==> src/rtl/gq_pkg.sv <==
// constants, types and helpers for the pin level and configuration query
package gq_pkg;
   // packet codes and lengths
   localparam logic [7:0] PT_QUERY     = 8'h23;
   localparam logic [7:0] PT_REPLY_BIT = 8'h40;
   localparam logic [7:0] PT_REPLY     = PT_QUERY | PT_REPLY_BIT;
   localparam logic [7:0] PT_ERR_BITS  = 8'hc0;
   localparam logic [7:0] PT_ERROR     = PT_QUERY | PT_ERR_BITS;
   localparam logic [7:0] QUERY_LEN    = 8'h01;
   localparam logic [7:0] REPLY_LEN    = 8'h04;
   localparam logic [7:0] ERROR_LEN    = 8'h00;

   // pin population
   localparam int         N_GPIO = 5;
   localparam int         N_PIN  = 13;
   localparam logic [7:0] LAST_GPIO_SEL = 8'h04;
   localparam logic [7:0] LAST_PIN_SEL  = 8'h0c;

   // field positions in the status and config bytes
   localparam int LEVEL_BIT = 0;
   localparam int FALL_BIT  = 1;
   localparam int RISE_BIT  = 2;
   localparam int FUNC_BIT  = 3;

   // duty range
   localparam logic [7:0] DUTY_MAX = 8'h64;

   // values after reset
   localparam logic [7:0] RST_DUTY  = 8'h00;
   localparam logic       RST_FUNC  = 1'b0;
   localparam logic [2:0] RST_DRIVE = 3'b010;

   // timing
   localparam longint CLK_HZ        = 125000000;
   localparam longint SAMPLE_HZ     = 32;
   localparam longint PWM_HZ        = 100;
   localparam int     SAMPLE_DIV    = int'(CLK_HZ / SAMPLE_HZ);
   localparam int     PWM_STEP_DIV  = int'(CLK_HZ / (PWM_HZ * 100));

   typedef enum logic [2:0] {
      DRV_FAST_UP_RES_DN  = 3'b000,
      DRV_FAST_BOTH       = 3'b001,
      DRV_HIZ_INPUT       = 3'b010,
      DRV_RES_UP_FAST_DN  = 3'b011,
      DRV_SLOW_UP_HIZ_DN  = 3'b100,
      DRV_SLOW_BOTH       = 3'b101,
      DRV_RESERVED        = 3'b110,
      DRV_HIZ_UP_SLOW_DN  = 3'b111
   } gq_drive_mode_t;

   typedef struct packed {
      logic [7:0] ptype;
      logic [7:0] plen;
      logic [7:0] data;
   } gq_req_t;

   typedef struct packed {
      logic [7:0] ptype;
      logic [7:0] plen;
      logic [7:0] b0;
      logic [7:0] b1;
      logic [7:0] b2;
      logic [7:0] b3;
   } gq_reply_t;

   typedef struct packed {
      logic [7:0]     duty;
      logic           func;
      gq_drive_mode_t drive;
   } gq_cfg_t;

   function automatic logic is_gpio(input logic [7:0] sel);
      return sel <= LAST_GPIO_SEL;
   endfunction

   function automatic logic is_pin(input logic [7:0] sel);
      return sel <= LAST_PIN_SEL;
   endfunction
endpackage

==> src/rtl/gq_pin_sampler.sv <==
// synchroniser, slow sampler and sticky edge flags for the two-way pins
module gq_pin_sampler
   import gq_pkg::*;
#(
   parameter int NPIN = N_GPIO
)
(
   // clock and reset
   input  wire logic            mclk,
   input  wire logic            rst,
   // sample tick and sensed pad levels
   input  wire logic            sample_en,
   input  wire logic [NPIN-1:0] pin_in,
   // flag restart from the query side
   input  wire logic            clear_en,
   input  wire logic [NPIN-1:0] clear_mask,
   // sampled state
   output logic      [NPIN-1:0] level,
   output logic      [NPIN-1:0] fall,
   output logic      [NPIN-1:0] rise
);
   logic [NPIN-1:0] sync_a;
   logic [NPIN-1:0] sync_b;
   logic [NPIN-1:0] next_sync_a;
   logic [NPIN-1:0] next_sync_b;
   logic [NPIN-1:0] next_level;
   logic [NPIN-1:0] next_fall;
   logic [NPIN-1:0] next_rise;
   logic            primed;
   logic            next_primed;

   always_comb
   begin
      next_sync_a = pin_in;                           // RULE_17
      next_sync_b = sync_a;                           // RULE_17
      // first tick only loads the level; a pin resting high
      // would otherwise show a false rising edge after reset
      next_primed = primed | sample_en;
   end

   genvar i;
   generate
      for (i = 0; i < NPIN; i++)
      begin : g_pin
         logic clr;
         assign clr = clear_en & clear_mask[i];
         always_comb
         begin
            // sensed pad voltage, not the commanded output
            next_level[i] = sample_en ? sync_b[i] : level[i]; // RULE_09 RULE_10
            next_fall[i]  = clr ? 1'b0 : fall[i];
            next_rise[i]  = clr ? 1'b0 : rise[i];
            // a sampled edge beats a clear in the same cycle
            if (sample_en && primed && level[i] && !sync_b[i])
            begin
               next_fall[i] = 1'b1;                   // RULE_06
            end
            if (sample_en && primed && !level[i] && sync_b[i])
            begin
               next_rise[i] = 1'b1;                   // RULE_07
            end
         end

      end
   endgenerate

   always_ff @(posedge mclk)
   begin
      if (rst)
      begin
         sync_a <= '0;
         primed <= 1'b0;
         sync_b <= '0;
         level  <= '0;
         fall   <= '0;
         rise   <= '0;
      end
      else
      begin
         sync_a <= next_sync_a;
         primed <= next_primed;
         sync_b <= next_sync_b;
         level  <= next_level;
         fall   <= next_fall;
         rise   <= next_rise;
      end
   end
endmodule // gq_pin_sampler

==> src/rtl/gq_query.sv <==
// pin level and configuration query handler with duty waveform generator
// Overview of operation
// RULE_01: a query packet has type 0x23 and one payload byte naming the pin.
// RULE_02: selectors 0-4 are two-way pins, 5-12 output-only, 13-255 reserved.
// RULE_03: the reply has type 0x63 (request type with bit 6 set), 4 bytes.
// RULE_04: reply byte 0 echoes the selector from the request.
// RULE_05: reply byte 1 bit 0 is the level taken at the last sample.
// RULE_06: byte 1 bit 1 flags a falling edge since the last query of the pin.
// RULE_07: byte 1 bit 2 flags a rising edge since the last query of the pin.
// RULE_08: for output-only pins byte 1 is zero.
// RULE_09: pins are sampled at about 32 Hz, apart from query arrival.
// RULE_10: the level reported is the sensed pad, not the commanded output.
// RULE_11: reply byte 2 is the stored duty setting, 0 to 100.
// RULE_12: reply byte 3 holds function in bit 3, drive mode in bits 2-0.
// RULE_13: drive codes follow the documented eight modes, 110 reserved.
// RULE_14: function reads 1 for user control, 0 otherwise, 0 for outputs.
// RULE_15: duty 1-99 gives a 100 Hz pulse train, 0 steady low, 100 high.
// RULE_16: a reserved selector alters nothing and gets an error reply.
// RULE_17: every sampled pin passes two flip-flops before edge detection.
module gq_query
   import gq_pkg::*;
#(
   parameter int SAMPLE_CYCLES   = SAMPLE_DIV,
   parameter int PWM_STEP_CYCLES = PWM_STEP_DIV
)
(
   // clock and reset
   input  wire logic                  mclk,
   input  wire logic                  rst,
   // query request
   input  wire logic                  req_valid,
   output logic                       req_ready,
   input  wire gq_req_t               req,
   // reply
   output logic                       rsp_valid,
   input  wire logic                  rsp_ready,
   output gq_reply_t                  rsp,
   // configuration writes from the set command
   input  wire logic                  cfg_we,
   input  wire logic [7:0]            cfg_sel,
   input  wire gq_cfg_t               cfg_wdata,
   // pads
   input  wire logic [N_GPIO-1:0]     pin_in,
   output logic      [N_PIN-1:0]      pwm_out,
   output logic      [N_PIN-1:0][2:0] drive_mode,
   output logic      [N_GPIO-1:0]     func_sel
);
   typedef enum logic [1:0] {
      ST_IDLE = 2'b00,
      ST_SEND = 2'b01
   } gq_state_t;

   gq_state_t        state;
   gq_state_t        next_state;
   gq_reply_t        rsp_q;
   gq_reply_t        next_rsp;
   gq_cfg_t          cfg   [N_PIN];
   gq_cfg_t          next_cfg [N_PIN];
   logic [31:0]      samp_cnt;
   logic [31:0]      next_samp_cnt;
   logic [31:0]      step_cnt;
   logic [31:0]      next_step_cnt;
   logic [7:0]       phase;
   logic [7:0]       next_phase;
   logic [N_PIN-1:0] next_pwm;
   logic             sample_en;
   logic             step_en;
   logic             take;
   logic             good_query;
   logic             clear_en;
   logic [N_GPIO-1:0] clear_mask;
   logic [N_GPIO-1:0] level;
   logic [N_GPIO-1:0] fall;
   logic [N_GPIO-1:0] rise;
   logic [3:0]       sel4;

   assign req_ready  = (state == ST_IDLE);
   assign rsp_valid  = (state == ST_SEND);
   assign rsp        = rsp_q;
   assign take       = req_valid && req_ready && req.ptype == PT_QUERY;
   assign good_query = req.plen == QUERY_LEN && is_pin(req.data); // RULE_01 RULE_02
   assign sel4       = req.data[3:0];
   // reserved selectors and malformed queries leave the flags alone
   assign clear_en   = take && good_query && is_gpio(req.data); // RULE_16

   always_comb
   begin
      clear_mask = '0;
      for (int k = 0; k < N_GPIO; k++)
      begin
         clear_mask[k] = (sel4 == 4'(k));             // RULE_06 RULE_07
      end
   end

   gq_pin_sampler #(
      .NPIN       (N_GPIO)
   ) u_sampler (
      .mclk       (mclk),
      .rst        (rst),
      .sample_en  (sample_en),
      .pin_in     (pin_in),
      .clear_en   (clear_en),
      .clear_mask (clear_mask),
      .level      (level),
      .fall       (fall),
      .rise       (rise)
   );

   // query handling
   always_comb
   begin
      next_state = state;
      next_rsp   = rsp_q;
      if (state == ST_IDLE && take)
      begin
         next_state = ST_SEND;
         if (good_query)
         begin
            next_rsp.ptype = PT_REPLY;                // RULE_03
            next_rsp.plen  = REPLY_LEN;               // RULE_03
            next_rsp.b0    = req.data;                // RULE_04
            next_rsp.b1    = '0;                      // RULE_08
            next_rsp.b3    = '0;
            next_rsp.b2    = cfg[sel4].duty;          // RULE_11
            next_rsp.b3[2:0] = cfg[sel4].drive;       // RULE_12 RULE_13
            if (is_gpio(req.data))
            begin
               next_rsp.b1[LEVEL_BIT] = level[sel4[2:0]]; // RULE_05 RULE_10
               next_rsp.b1[FALL_BIT]  = fall[sel4[2:0]];  // RULE_06
               next_rsp.b1[RISE_BIT]  = rise[sel4[2:0]];  // RULE_07
               next_rsp.b3[FUNC_BIT]  = cfg[sel4].func;   // RULE_14
            end
         end
         else
         begin
            next_rsp       = '0;
            next_rsp.ptype = PT_ERROR;                // RULE_16
            next_rsp.plen  = ERROR_LEN;
            next_rsp.b0    = req.data;
         end
      end
      else if (state == ST_SEND && rsp_ready)
      begin
         next_state = ST_IDLE;
      end
   end

   // stored settings; output-only pins never keep a function bit
   always_comb
   begin
      for (int k = 0; k < N_PIN; k++)
      begin
         next_cfg[k] = cfg[k];
         if (cfg_we && cfg_sel == 8'(k) && cfg_wdata.duty <= DUTY_MAX)
         begin
            next_cfg[k] = cfg_wdata;
            next_cfg[k].func = (k < N_GPIO) ? cfg_wdata.func : 1'b0; // RULE_14
         end
      end
   end

   // slow tick dividers and duty waveform
   always_comb
   begin
      sample_en     = (samp_cnt == 32'(SAMPLE_CYCLES - 1)); // RULE_09
      next_samp_cnt = sample_en ? '0 : samp_cnt + 32'h1;
      step_en       = (step_cnt == 32'(PWM_STEP_CYCLES - 1));
      next_step_cnt = step_en ? '0 : step_cnt + 32'h1;
      next_phase    = phase;
      if (step_en)
      begin
         next_phase = (phase == DUTY_MAX - 8'h01) ? 8'h00 : phase + 8'h01;
      end
      for (int k = 0; k < N_PIN; k++)
      begin
         // 100 steps a period; 0 never high, 100 always high
         next_pwm[k] = (phase < cfg[k].duty);         // RULE_15
      end
   end

   always_comb
   begin
      for (int k = 0; k < N_PIN; k++)
      begin
         drive_mode[k] = cfg[k].drive;
      end
      for (int k = 0; k < N_GPIO; k++)
      begin
         func_sel[k] = cfg[k].func;
      end
   end

   always_ff @(posedge mclk)
   begin
      if (rst)
      begin
         state    <= ST_IDLE;
         rsp_q    <= '0;
         samp_cnt <= '0;
         step_cnt <= '0;
         phase    <= '0;
         pwm_out  <= '0;
         for (int k = 0; k < N_PIN; k++)
         begin
            cfg[k] <= '{RST_DUTY, RST_FUNC, gq_drive_mode_t'(RST_DRIVE)};
         end
      end
      else
      begin
         state    <= next_state;
         rsp_q    <= next_rsp;
         samp_cnt <= next_samp_cnt;
         step_cnt <= next_step_cnt;
         phase    <= next_phase;
         pwm_out  <= next_pwm;
         for (int k = 0; k < N_PIN; k++)
         begin
            cfg[k] <= next_cfg[k];
         end
      end
   end
endmodule // gq_query

==> config.mk <==
export PLATFORM = sky130hd
export DESIGN_NAME = gq_query
export DESIGN_NICKNAME = d
export VERILOG_FILES = /design/src/rtl/gq_pkg.sv /design/src/rtl/gq_pin_sampler.sv /design/src/rtl/gq_query.sv
export SDC_FILE = /design/constraint.sdc
export NUM_CORES = 1
export LEC_CHECK = 0
export ABC_AREA = 1
export BUFFER_PORTS_ARGS = -buffer_cell sky130_fd_sc_hd__buf_2
export CAP_MARGIN = 20
export CELL_PAD_IN_SITES_DETAIL_PLACEMENT = 1
export CELL_PAD_IN_SITES_GLOBAL_PLACEMENT = 1
export CORE_MARGIN = 2
export CORE_UTILIZATION = 38
export DETAILED_ROUTE_END_ITERATION = 10
export HOLD_SLACK_MARGIN = 0.03
export PLACE_DENSITY_LB_ADDON = 0.1
export SLEW_MARGIN = 20
export SYNTH_ARGS = -nofsm -noshare
export SYNTH_HDL_FRONTEND = slang
export SYNTH_SLANG_ARGS = --single-unit
==> constraint.sdc <==
create_clock -name mclk -period 1.63 [get_ports mclk]
set_clock_uncertainty 0.15 [all_clocks]
set_input_delay 0.326 -clock mclk [delete_from_list [all_inputs] [get_ports mclk]]
set_output_delay 0.326 -clock mclk [all_outputs]
set_load 0.02 [all_outputs]
## Word-level counts from Yosys, hierarchy flattened

Memories as Yosys holds them, arrays and structs flattened.
Index checks and enable logic that the tools add are counted.

- Output and inout port bits: 107
- RAM bits: 156
- Memories: 1
- Word-level logic and storage cells: 222
- Bits in registers: 160
- Input bits: 54

Memories:

| memory | words | width | rd ports | clocked after memory_dff | write ports | line | RTL |
|---|---|---|---|---|---|---|---|
| cfg | 13 | 12 | 14 | 0 | 13 | gq_query.sv:57 | `gq_cfg_t cfg [N_PIN];` |

- Multiplexer cells: 56
- Reductions and logical operators: 80
- Bitwise operators: 19
- Equal/unequal tests: 21
- $lt $le $gt $ge: 17
- Add/sub/neg operators: 3

Operators with widths:

| cell | count |
|---|---|
| 12-bit 2-to-1 mux | 26 |
| 8-bit less-than comparator | 13 |
| 32-bit by 1-bit adder with 32-bit output, second input constant | 2 |
| 1-bit logical AND | 54 |
| 48-bit 2-to-1 mux | 1 |
| 8-bit by 4-bit equality test with 1-bit output, second input constant | 5 |
| 32-bit by 14-bit equality test with 1-bit output, second input constant | 1 |
| 32-bit by 22-bit equality test with 1-bit output, second input constant | 1 |
| 8-bit by 3-bit equality test with 1-bit output, second input constant | 4 |
| 1-bit 2-to-1 mux | 24 |
| 2-bit nonzero test | 11 |
| 8-bit by 1-bit equality test with 1-bit output, second input constant | 2 |
| 8-bit by 2-bit equality test with 1-bit output, second input constant | 2 |
| 1-bit bitwise OR | 14 |
| 1-bit zero test | 10 |
| 1-bit binary-select mux with 3-bit select | 3 |
| 8-bit by 1-bit adder with 8-bit output, second input constant | 1 |
| 4-bit by 2-bit equality test with 1-bit output, second input constant | 2 |
| 8-bit by 6-bit equality test with 1-bit output, second input constant | 1 |
| 8-bit by 7-bit equality test with 1-bit output, second input constant | 1 |
| 8-bit by 3-bit less-or-equal comparator with 1-bit output, second input constant | 1 |
| 8-bit by 4-bit less-or-equal comparator with 1-bit output, second input constant | 1 |
| 8-bit by 7-bit less-or-equal comparator with 1-bit output, second input constant | 1 |
| 8-bit zero test | 1 |
| 9 further kinds | 14 |

## Longest topological paths before layout

Gate-level depths: netlist of the first run.

- Depth after elaboration: 8
- Mapped depth: 12

## Cells and area by module

From an unflattened synthesis of the first run, not the netlist that was laid out.

- Cells, all modules: 2,599
- Area, all modules: 17,055.1 µm²

Modules (own cells, without submodules):

| module | cells an instance | seq. area each (µm²) | instances | area an instance (µm²) |
|---|---|---|---|---|
| gq_query | 2,478 | 5,205.0 | 1 | 16,116.7 |
| gq_pin_sampler | 121 | 520.5 | 1 | 938.4 |

## Worst setup path before layout of the first run

No wires, ideal clock.

- Kind: flip-flop to flip-flop
- From: register phase[1]
- To: register phase[5]
- Path buffers: 0
- Arrival time: 1,424 ps
- Clock period less this slack: 1,706 ps
- Data required time: 1,348 ps
- Stages on the path, launching flop included: 7
- Setup time: 132 ps
- Slack: -76 ps
- Cells stage by stage: dfxtp_1 -> ha_1 -> nand2_1 -> nor3b_1 -> nor2_1 -> nand2_1 -> a21oi_1

- Longest elaborated chain between the ends: 2
- Elaborated cells between the ends (all ways): 3
- Classes of those cells: 1 x add/sub; 1 x eq/ne; 1 x mux

RTL lines:

| item | line | RTL |
|---|---|---|
| from (decl) | gq_query.sv:63 | `logic [7:0] phase;` |
| from (signal assigned) | gq_query.sv:214 | `phase <= next_phase;` |
| 8-bit by 1-bit adder with 8-bit output / 8-bit by 7-bit equality test with 1-bit output (equally long branches) | gq_query.sv:172 | `next_phase = (phase == DUTY_MAX - 8'h01) ? 8'h00 : phase + 8'h01;` |
| 8-bit 2-to-1 mux (*) | gq_query.sv:172 |  |

Every way passes the cells marked *; elsewhere a longest branch is shown, timed or not.
A chain may end at the register's enable or synchronous reset.

## Worst setup path after layout of the first run

- From: register step_cnt[0]
- To: register step_cnt[2]

- Longest elaborated chain between the ends: 2
- Elaborated cells between the ends (all ways): 3
- Classes of those cells: 1 x add/sub; 1 x eq/ne; 1 x reduce/logical

RTL lines:

| item | line | RTL |
|---|---|---|
| from (decl) | gq_query.sv:61 | `logic [31:0] step_cnt;` |
| from (signal assigned) | gq_query.sv:213 | `step_cnt <= next_step_cnt;` |
| parallel branches: the longest is 2 deep, another holds 32-bit by 1-bit adder with 32-bit output | n/a |  |

Parallel ways; which one is timed is not known.

==> results.toml, run 1 <==
[detailed_routing]
drt_iter0_drc = 934
ant_nets = 0
wl_per_cell_um = 19.0
wl_um = 66100
dr.pass1.iters = 5
vias_per_cell = 5.04
drc = 0
num_vias = 17500

[power_and_ir_drop]
powerDensity_nw_per_um2 = 740
cellLeakagePower_nw = 10.4
p_total_mw = 16.4
ir_drop_mv = 0.726

[die]
die_w_um = 212
ios = 161
initial_utilization = 0.384
die_y_um = 212
core.rowCount = 76
die_area_um2 = 45100
core_um2 = 43000

[cells_and_area]
final_cell_mix = "nand2_1, inv_1, nor2_1"
fin_cells = 3474
area.growth.synth_to_final_pct = 34.3
multiInputGateArea_um2 = 9740
final.fill_count = 5593
regArea_um2 = 5790
final_common_cell = "nand2_1"
drive_gt1_frac = 0.264
fin_util = 0.516
nNetsFinal = 3014

[clock_network]
clock-sinks = 286
htreeDepth = 2
clk_path_buf_depth = 3
cts_made_buffers = 37
clk_pin_slew_ns = 0.06
root_buffer = "clkbuf_16"
cts_tree = "built"
clk_latency_ns = 0.55

[timing]
drv_slew = 0
setup_slack_ns = -0.122
hold_ws_ns = 0.0780
period_needed_ns = 1.75
fin_crit_sh = 1.08
rsz0062_at_grt = "yes"
max_freq_mhz = 571
setup_tns_ns = -6.05
setup_viol = 82
hold_viol = 0

[worst_setup_path]
cp.required_ns = 1.92
cp-start-kind = "flop"
crit_path_end_kind = "flop"
path_class = "flop to flop"
regToRegSetupSlack_ns = -0.12
crit_arrival_ns = 2.04
crit_fanout = 7

[grt]
grt_overflow = 0
grt_pass1_vias = 18300
grt_pass1_wl_um = 101000
grt.total_usage = 0.288
grt_max_degree = 68
antenna_found_initial = 4

[worst_hold_path]
hp-class = "input pin to flop"

[run]
drv_cap = 0

[synthesis]
yosys_warnings = 0
synth.avg_cell_area_um2 = 6.41
ys_ff_latch = 286
yosysSeqAreaShare = 0.347
postSynthCellCount = 2576
synth_area_um2 = 16500
yosysUniqueCellTypes = 41

[outcome]
outcome = "finished with violations"
violations = "setup timing"

[placement]
place.gp.congestion = 0.861
io_buffers = 141
hpwl_um = 46100
dp_cells = 3385
cells by family after synthesis:
| family | count (synthesis) | synth area share |
|---|---|---|
| buffers and inverters | 540 | 0.143 |
| adder cells (fa/ha/maj) | 95 | 0.0720 |
| flip-flops | 286 | 0.347 |
| other | 1 | 0.000227 |
| XOR/XNOR | 23 | 0.0122 |
| AND/OR/NAND/NOR | 1322 | 0.329 |
| AO/OA/AOI/OAI | 309 | 0.0968 |
synthesized netlist by cell type, drive strengths merged:
library cell	count	area, µm²
a211oi	1	7.51
a21oi	153	769
a31oi	2	12.5
buf	118	777
clkbuf	55	206
clkinv	2	8.75
conb	1	3.75
dfxtp	286	5730
ha	95	1190
inv	365	1370
nand2	719	2710
nand3	126	653
nand3b	4	30.0
nand4	42	263
nor2	360	1370
nor3	55	292
nor3b	4	41.3
o211ai	11	87.6
o21ai	138	691
o21bai	4	30.0
or2	12	75.1
xnor2	4	35.0
xor2	19	166
worst max-delay path, cell delays in order (launching register included):
cell	delay (ns)
dfxtp_2	0.35
ha_4	0.16
inv_4	0.04
nor3_4	0.13
buf_6	0.13
nand2_2	0.05
nor2_2	0.12
nand2_2	0.09
nand2_4	0.11
buf_12	0.12
clkbuf_16	0.15
nor3_1	0.04
timing repair:
action                                  in CTS  in global routing
pin swaps                                   49                 50
resized for setup                          236                167
setup buffers                               17                  6
cloned                                       6                  1
hold buffers                                11                  0
hold endpoints to repair                    12                  0
endpoints found under the setup margin     113                114
through the flow:
| step | worst slack [ns] | cell area [µm²] |
|---|---|---|
| after CTS | -0.120 | 21600 |
| final | -0.122 | 22200 |
| after global routing | -0.203 | 22200 |
| after floorplan | -0.00198 | 16600 |
| after detailed placement | -0.319 | 19300 |
| after global placement | -0.304 | 19300 |
registers in the layout, summed over array words and instances, names as in the netlist, 8 cells and up:
name	flops
pwm_out	13
step_cnt	32
samp_cnt	32
cfg	148
rsp	26
phase	8
routing by layer:
| metal | track usage | up-vias | wire length [µm] |
|---|---|---|---|
| met5 | 0 | - | 30 |
| met4 | 0.111 | 4 | 2290 |
| met3 | 0.0439 | 117 | 2930 |
| met2 | 0.493 | 354 | 31400 |
| met1 | 0.364 | 8511 | 29400 |
| li1 | - | 8506 | - |
worst paths after layout:
check | start | cells after the start | endpoint
worst max-delay path | step_cnt[0] | 11 | step_cnt[2]
worst min-delay path | cfg_wdata[3] | 3 | cfg[3][3]
worst max register to register | step_cnt[0] | 11 | step_cnt[2]
worst min register to register | u_sampler.next_sync_b[2] | 2 | u_sampler.sync_b[2]
final cells by class:
cell class / count / share of cell area
clock buffers: 56 / 0.0508
flip-flops and latches: 286 / 0.261
inverters: 367 / 0.0626
well taps: 585 / 0.0330
repair buffers: 405 / 0.152
diodes: 1 / 0.000113
clock inverters: 6 / 0.00135
multi-input cells: 1768 / 0.439
report_power, final:
| group | internal, mW | switching (mW) |
|---|---|---|
| clock network | 4.73 | 3.26 |
| logic | 0.491 | 0.891 |
| registers | 7.01 | 0.0231 |
(Power assumes the default switching activity.)
==> run 2: changes to the inputs <==
--- a/config.mk
+++ b/config.mk
@@ -5,13 +5,13 @@
 export SDC_FILE = /design/constraint.sdc
 export NUM_CORES = 1
 export LEC_CHECK = 0
-export ABC_AREA = 1
 export BUFFER_PORTS_ARGS = -buffer_cell sky130_fd_sc_hd__buf_2
 export CAP_MARGIN = 20
 export CELL_PAD_IN_SITES_DETAIL_PLACEMENT = 1
 export CELL_PAD_IN_SITES_GLOBAL_PLACEMENT = 1
+export CORE_ASPECT_RATIO = 0.8
 export CORE_MARGIN = 2
-export CORE_UTILIZATION = 38
+export CORE_UTILIZATION = 41
 export DETAILED_ROUTE_END_ITERATION = 10
 export HOLD_SLACK_MARGIN = 0.03
 export PLACE_DENSITY_LB_ADDON = 0.1
==> results.toml, run 2 <==
[detailed_routing]
drc = 0
wl_per_cell_um = 20.4
dr.pass1.iters = 5
routed-wl-met3_um = 2560
wl_um = 49300
wl_met1_um = 23200
drt_iter0_drc = 651
dr.max_layer_used = "met4"
ant_nets = 0
num_vias = 12900
vias_per_cell = 5.34
wl_met2_um = 22700

[timing]
max_freq_mhz = 492
setup_slack_ns = -0.404
drv_slew = 0
setup_viol = 163
period_needed_ns = 2.03
fin_crit_sh = 1.25
rsz0062_at_grt = "yes"
hold_ws_ns = 0.114
hold_viol = 0

[synthesis]
synth.avg_cell_area_um2 = 9.34
ys_ff_latch = 286
synth_top_area_frac = 0.386
synth_top_family_by_area = "simple AND/OR/NAND/NOR gates"
yosysSeqAreaShare = 0.386
synthMuxAreaShare = 0.153
postSynthCellCount = 1589
synthTopCellsByCount = "dfxtp_1, nor2_1, mux2i_1"
synth_compound_area_frac = 0.0819
synth_area_um2 = 14800
ys.flop_type = "dfxtp_1"
yosysTopAreaCell = "dfxtp_1"
synthTopCellsByArea = "dfxtp_1, mux2i_1, ha_1"
synth-xor-area-share = 0.0325
synth.most_common_cell = "dfxtp_1"
synth_edf_count = 0
yosysUniqueCellTypes = 55
yosys_warnings = 0
synthAdderAreaFrac = 0.0801
synth_simple_gate_area_frac = 0.183
async_flop_share = 0

[die]
die_area_um2 = 37700
core.rowCount = 62
core_um2 = 35800
die_y_um = 174
ios = 161
initial_utilization = 0.415
die_w_um = 217

[placement]
io_buffers = 141
hpwl_um = 33200
pre_cts_ws_ns = -0.998
place.gp.congestion = 0.844

[outcome]
violations = "setup timing"
outcome = "finished with violations"

[clock_network]
clk_latency_ns = 0.53
cts_tree = "built"
htreeDepth = 2
cts_made_buffers = 34
clk_path_buf_depth = 3
clk_pin_slew_ns = 0.06
clock-sinks = 286
root_buffer = "clkbuf_16"

[run]
drv_cap = 0

[worst_setup_path]
path_cells = "or4_4, nor4_4, buf_4, a21o_4, buf_12, buf_16, nor2_1"
crit_arrival_ns = 2.30
regToRegEndpoint = "step_cnt[7]"
setup.worst_path.end = "step_cnt[7]"
path_class = "flop to flop"
crit_path_end_kind = "flop"
crit_buf_inv = 3
cp-start-kind = "flop"
crit_fanout = 8
rr_startpoint = "step_cnt[18]"
startpoint = "step_cnt[18]"
crit_slowest_cell = "or4_4"
max_stage_delay_ns = 0.54
regToRegSetupSlack_ns = -0.40
path_depth = 7
cp_top_family = "simple AND/OR/NAND/NOR gates"
cp.required_ns = 1.89
reg2reg_depth = 7

[cells_and_area]
largest_reg_flops = 148
area.growth.synth_to_final_pct = 36.2
final_cell_mix = "dfxtp_1, buf_4, nor2_1"
largestRegisters = "cfg: 148 flops, samp_cnt: 32 flops, step_cnt: 32 flops"
final.fill_count = 3995
drive_gt1_frac = 0.345
top_register = "cfg"
num_antenna_cells = 0
nNetsFinal = 2065
final_common_cell = "dfxtp_1"

[power_and_ir_drop]
cellLeakagePower_nw = 8.67
combPwrFrac = 0.062
p_sw_mw = 3.71
pwr-share-seq = 0.448
p_sw_frac = 0.237
power_frac_clock = 0.490
p_int_mw = 12.0
ir_drop_mv = 0.629
powerDensity_nw_per_um2 = 777

[grt]
grt_overflow = 0
grt.total_usage = 0.250
grt_max_degree = 62
antenna_found_initial = 0
grt_pass1_vias = 13300
grt_pass1_wl_um = 74800

[worst_hold_path]
hp-class = "input pin to flop"
run 2: changes by cell type after synthesis, moves of 27 or more:
cell      delta
nand3_1     -94
buf_2       -30
nand2_1    -687
a21o_1      +27
nor3_1      -37
nor2b_1     +40
nor2_1     -115
o21ai_0    -107
mux4_2      +34
a21oi_1    -102
inv_1      -257
mux2i_1    +150
nand2b_1    +35
run 2: how the worst min path moves through the flow:
stage / from / end / slack (ns) / cells past startpoint
after floorplan: u_sampler.next_sync_b[0] / u_sampler.sync_b[0] / 0.26 / 1
after global placement: u_sampler.next_sync_b[3] / u_sampler.sync_b[3] / 0.28 / 1
after detailed placement: u_sampler.next_sync_b[1] / u_sampler.sync_b[1] / 0.28 / 1
after CTS: cfg_wdata[0] / cfg[6][0] / 0.1 / 3
after global routing: cfg_wdata[0] / cfg[4][0] / 0.12 / 3
final: cfg_wdata[0] / cfg[4][0] / 0.11 / 3
run 2: cells by family after synthesis:
kind of cell,Yosys count
muxes,184
adders and majority gates,95
and+or+nand+nor,527
other,1
AOI/OAI and AO/OA,183
DFF,286
xor gates and xnor gates,55
buffers and inverters,258
run 2: layout make-up:
cell class                 instances  area [µm²]  share of cell area
timing repair buffer             424        3530               0.175
inverter                         107         402              0.0199
multi-input combinational       1063        8800               0.436
clock buffer                      55        1090              0.0541
sequential                       286        5760               0.285
tap                              480         601              0.0297
clock inverter                     4        20.0            0.000991
run 2: through the flow:
stage | cells | TNS (ns) | area, µm² | util | power [mW]
floorplan | 1607 | -63.22 | 15400 | - | 7.67
global placement | 2297 | -113.89 | 17600 | 0.491 | 8.01
finish | 2419 | -39.53 | 20200 | 0.565 | 15.7
CTS | 2383 | -34.16 | 19400 | 0.542 | 15.8
global route | 2419 | -50.08 | 20200 | 0.565 | 16.2
detailed placement | 2297 | -121.25 | 17600 | 0.491 | 8.03
run 2: what timing repair did:
item,4_1_cts,5_1_grt
buffers inserted,10,30
resized for setup,75,128
hold buffers,12,0
gates cloned,5,8
endpoints found under the hold margin,16,0
pin swaps,54,52
endpoints found under the setup margin,129,175
run 2: power groups by stage:
| stage | Clock, mW | Sequential, mW | Combinational, mW |
|---|---|---|---|
| finish | 7.69 | 7.04 | 0.976 |
| global route | 8.11 | 7.03 | 1.03 |
| CTS | 7.81 | 7.04 | 0.905 |
| detailed placement | 0 | 7.19 | 0.835 |
| global placement | 0 | 7.19 | 0.823 |
| floorplan | 0 | 7.19 | 0.479 |
run 2: metal layers:
metal	track usage	vias to the layer above
li1	-	6110
met1	0.357	6461
met2	0.397	280
met3	0.0411	60
met4	0.0545	0
met5	0	-
run 2: worst min-delay path: cells and delay by family:
kind,cells,cell delay (ns)
mux,1,0.16
buf+inv,1,0.21
simple gates,1,0.05
==> run 3: changes to the inputs <==
--- a/config.mk
+++ b/config.mk
@@ -11,7 +11,8 @@
 export CELL_PAD_IN_SITES_GLOBAL_PLACEMENT = 1
 export CORE_ASPECT_RATIO = 0.8
 export CORE_MARGIN = 2
-export CORE_UTILIZATION = 41
+export CORE_UTILIZATION = 43
+export CTS_BUF_LIST = sky130_fd_sc_hd__clkbuf_8
 export DETAILED_ROUTE_END_ITERATION = 10
 export HOLD_SLACK_MARGIN = 0.03
 export PLACE_DENSITY_LB_ADDON = 0.1
==> results.toml, run 3 (synthesis gave the netlist of run 2 again) <==
[die]
die_w_um = 212
die_y_um = 170
initial_utilization = 0.439
die_area_um2 = 36000
core_um2 = 33800
core.rowCount = 60
ios = 161

[worst_setup_path]
regToRegEndpoint = "phase[4]"
cp.required_ns = 1.96
cp-start-kind = "flop"
crit_fanout = 6
cp_top_family = "simple AND/OR/NAND/NOR gates"
crit_path_end_kind = "flop"
max_stage_delay_ns = 0.54
path_cells = "or4_4, nor4_4, a21o_4, buf_6, o21ai_1, o2bb2ai_1"
crit_slowest_cell = "or4_4"
crit_arrival_ns = 2.37
path_class = "flop to flop"
rr_startpoint = "step_cnt[20]"
reg2reg_depth = 6
crit_buf_inv = 1
regToRegSetupSlack_ns = -0.41

[outcome]
outcome = "finished with violations"
violations = "setup timing"

[placement]
dp_cells = 2256
hpwl_um = 33400
io_buffers = 141
place.gp.congestion = 0.843

[grt]
grt_pass1_vias = 14000
grt.total_usage = 0.277
grt_pass1_wl_um = 78100
antenna_found_initial = 0
grt_overflow = 0
grt_max_degree = 42

[timing]
setup_slack_ns = -0.413
max_freq_mhz = 489
drv_slew = 0
tightestPinTransition_ns = 0.525
setup_viol = 134
fin_crit_sh = 1.25
hold_ws_ns = 0.0746
rsz0062_at_grt = "yes"
period_needed_ns = 2.04
slew_headroom = 0.647
hold_viol = 0

[cells_and_area]
area.growth.synth_to_final_pct = 37.2
nNetsFinal = 2078
top_register = "cfg"
fin_cells = 2401
drive_gt1_frac = 0.372
fin_util = 0.603
largestRegisters = "cfg: 148 flops, samp_cnt: 32 flops, step_cnt: 32 flops"
final_cell_mix = "buf_4, dfxtp_1, nor2_1"
final_common_cell = "buf_4"
num_antenna_cells = 0
largest_reg_flops = 148

[detailed_routing]
dr.pass1.iters = 4
drt_iter0_drc = 666
vias_per_cell = 5.45
drc = 0
wl_um = 51100
ant_nets = 0
wl_per_cell_um = 21.3
num_vias = 13100

[power_and_ir_drop]
cellLeakagePower_nw = 8.70
powerDensity_nw_per_um2 = 726
ir_drop_mv = 0.513

[clock_network]
root_buffer = "clkbuf_8"
cts_made_buffers = 50
clk_pin_slew_ns = 0.06
htreeDepth = 2
clk_path_buf_depth = 3
cts_tree = "built"
clock-sinks = 286
clk_latency_ns = 0.61

[run]
drv_cap = 0

[worst_hold_path]
hp-class = "input pin to flop"
holdPathStages = 4
hold_start = "req[3]"
holdPathEnd = "u_sampler.rise[4]"
run 3: cell types whose count changed in the layout (fill, tap and decap cells not counted), sizes merged:
cell and delta:
buf -3, clkbuf +5, clkinv +1, clkinvlp +1
dlygate4sd3 +5, inv +19
run 3: cell type report:
type | count | area (µm²)
Sequential cell | 286 | 5800
Tap cell | 434 | 543
Fill cell | 3718 | 13400
Inverter | 107 | 402
Multi-Input combinational cell | 1063 | 8940
Clock inverter | 25 | 104
Clock buffer | 65 | 895
Timing Repair Buffer | 421 | 3680
run 3: worst max path at each step:
| stage | startpoint | cells past startpoint | endpoint | slack [ns] |
|---|---|---|---|---|
| 2_1_floorplan | req[19] | 6 | u_sampler.fall[4] | -0.66 |
| 3_3_place_gp | req[19] | 7 | u_sampler.rise[4] | -0.92 |
| 3_5_place_dp | req[19] | 7 | u_sampler.fall[4] | -0.97 |
| 4_1_cts | step_cnt[20] | 5 | phase[6] | -0.39 |
| 5_1_grt | samp_cnt[1] | 8 | samp_cnt[3] | -0.50 |
| 6_report | step_cnt[20] | 6 | phase[4] | -0.41 |
run 3: routing by layer:
metal,part of all wire,wire [µm],track usage,vias up
li1,-,-,-,6137
met1,0.47,24000,0.385,6547
met2,0.46,23700,0.453,319
met3,0.041,2110,0.0389,89
met4,0.023,1200,0.0720,0
met5,0,0,0,-
run 3: through the flow:
step / area, µm² / power, mW / TNS [ns] / setup slack [ns]
after floorplan: 15400 / 7.67 / -63.22 / -0.659
after global placement: 17600 / 8.02 / -108.98 / -0.918
after detailed placement: 17600 / 8.04 / -118.27 / -0.972
after CTS: 19800 / 14.9 / -32.91 / -0.391
after global routing: 20400 / 15.3 / -49.31 / -0.498
final: 20400 / 14.8 / -37.86 / -0.413
run 3: power by group:
group          total (mW)  switching, mW  internal [mW]  leakage, nW
Sequential           7.04         0.0232           7.01         2.33
Combinational        1.02          0.603          0.419         5.78
Clock                6.72           3.17           3.55        0.588
run 3: worst min-delay path: stages:
cell and delay (ns):
buf_2 0.14, buf_4 0.19, o31ai_2 0.08, o21ai_1 0.06
run 3: repair_timing:
| action | 4_1_cts | 5_1_grt |
|---|---|---|
| hold buffers | 17 | 0 |
| pin swaps | 70 | 74 |
| buffers inserted | 21 | 21 |
| setup endpoints to repair | 163 | 174 |
| gates cloned | 10 | 1 |
| gates resized for setup | 192 | 175 |
| hold endpoints to repair | 41 | 0 |
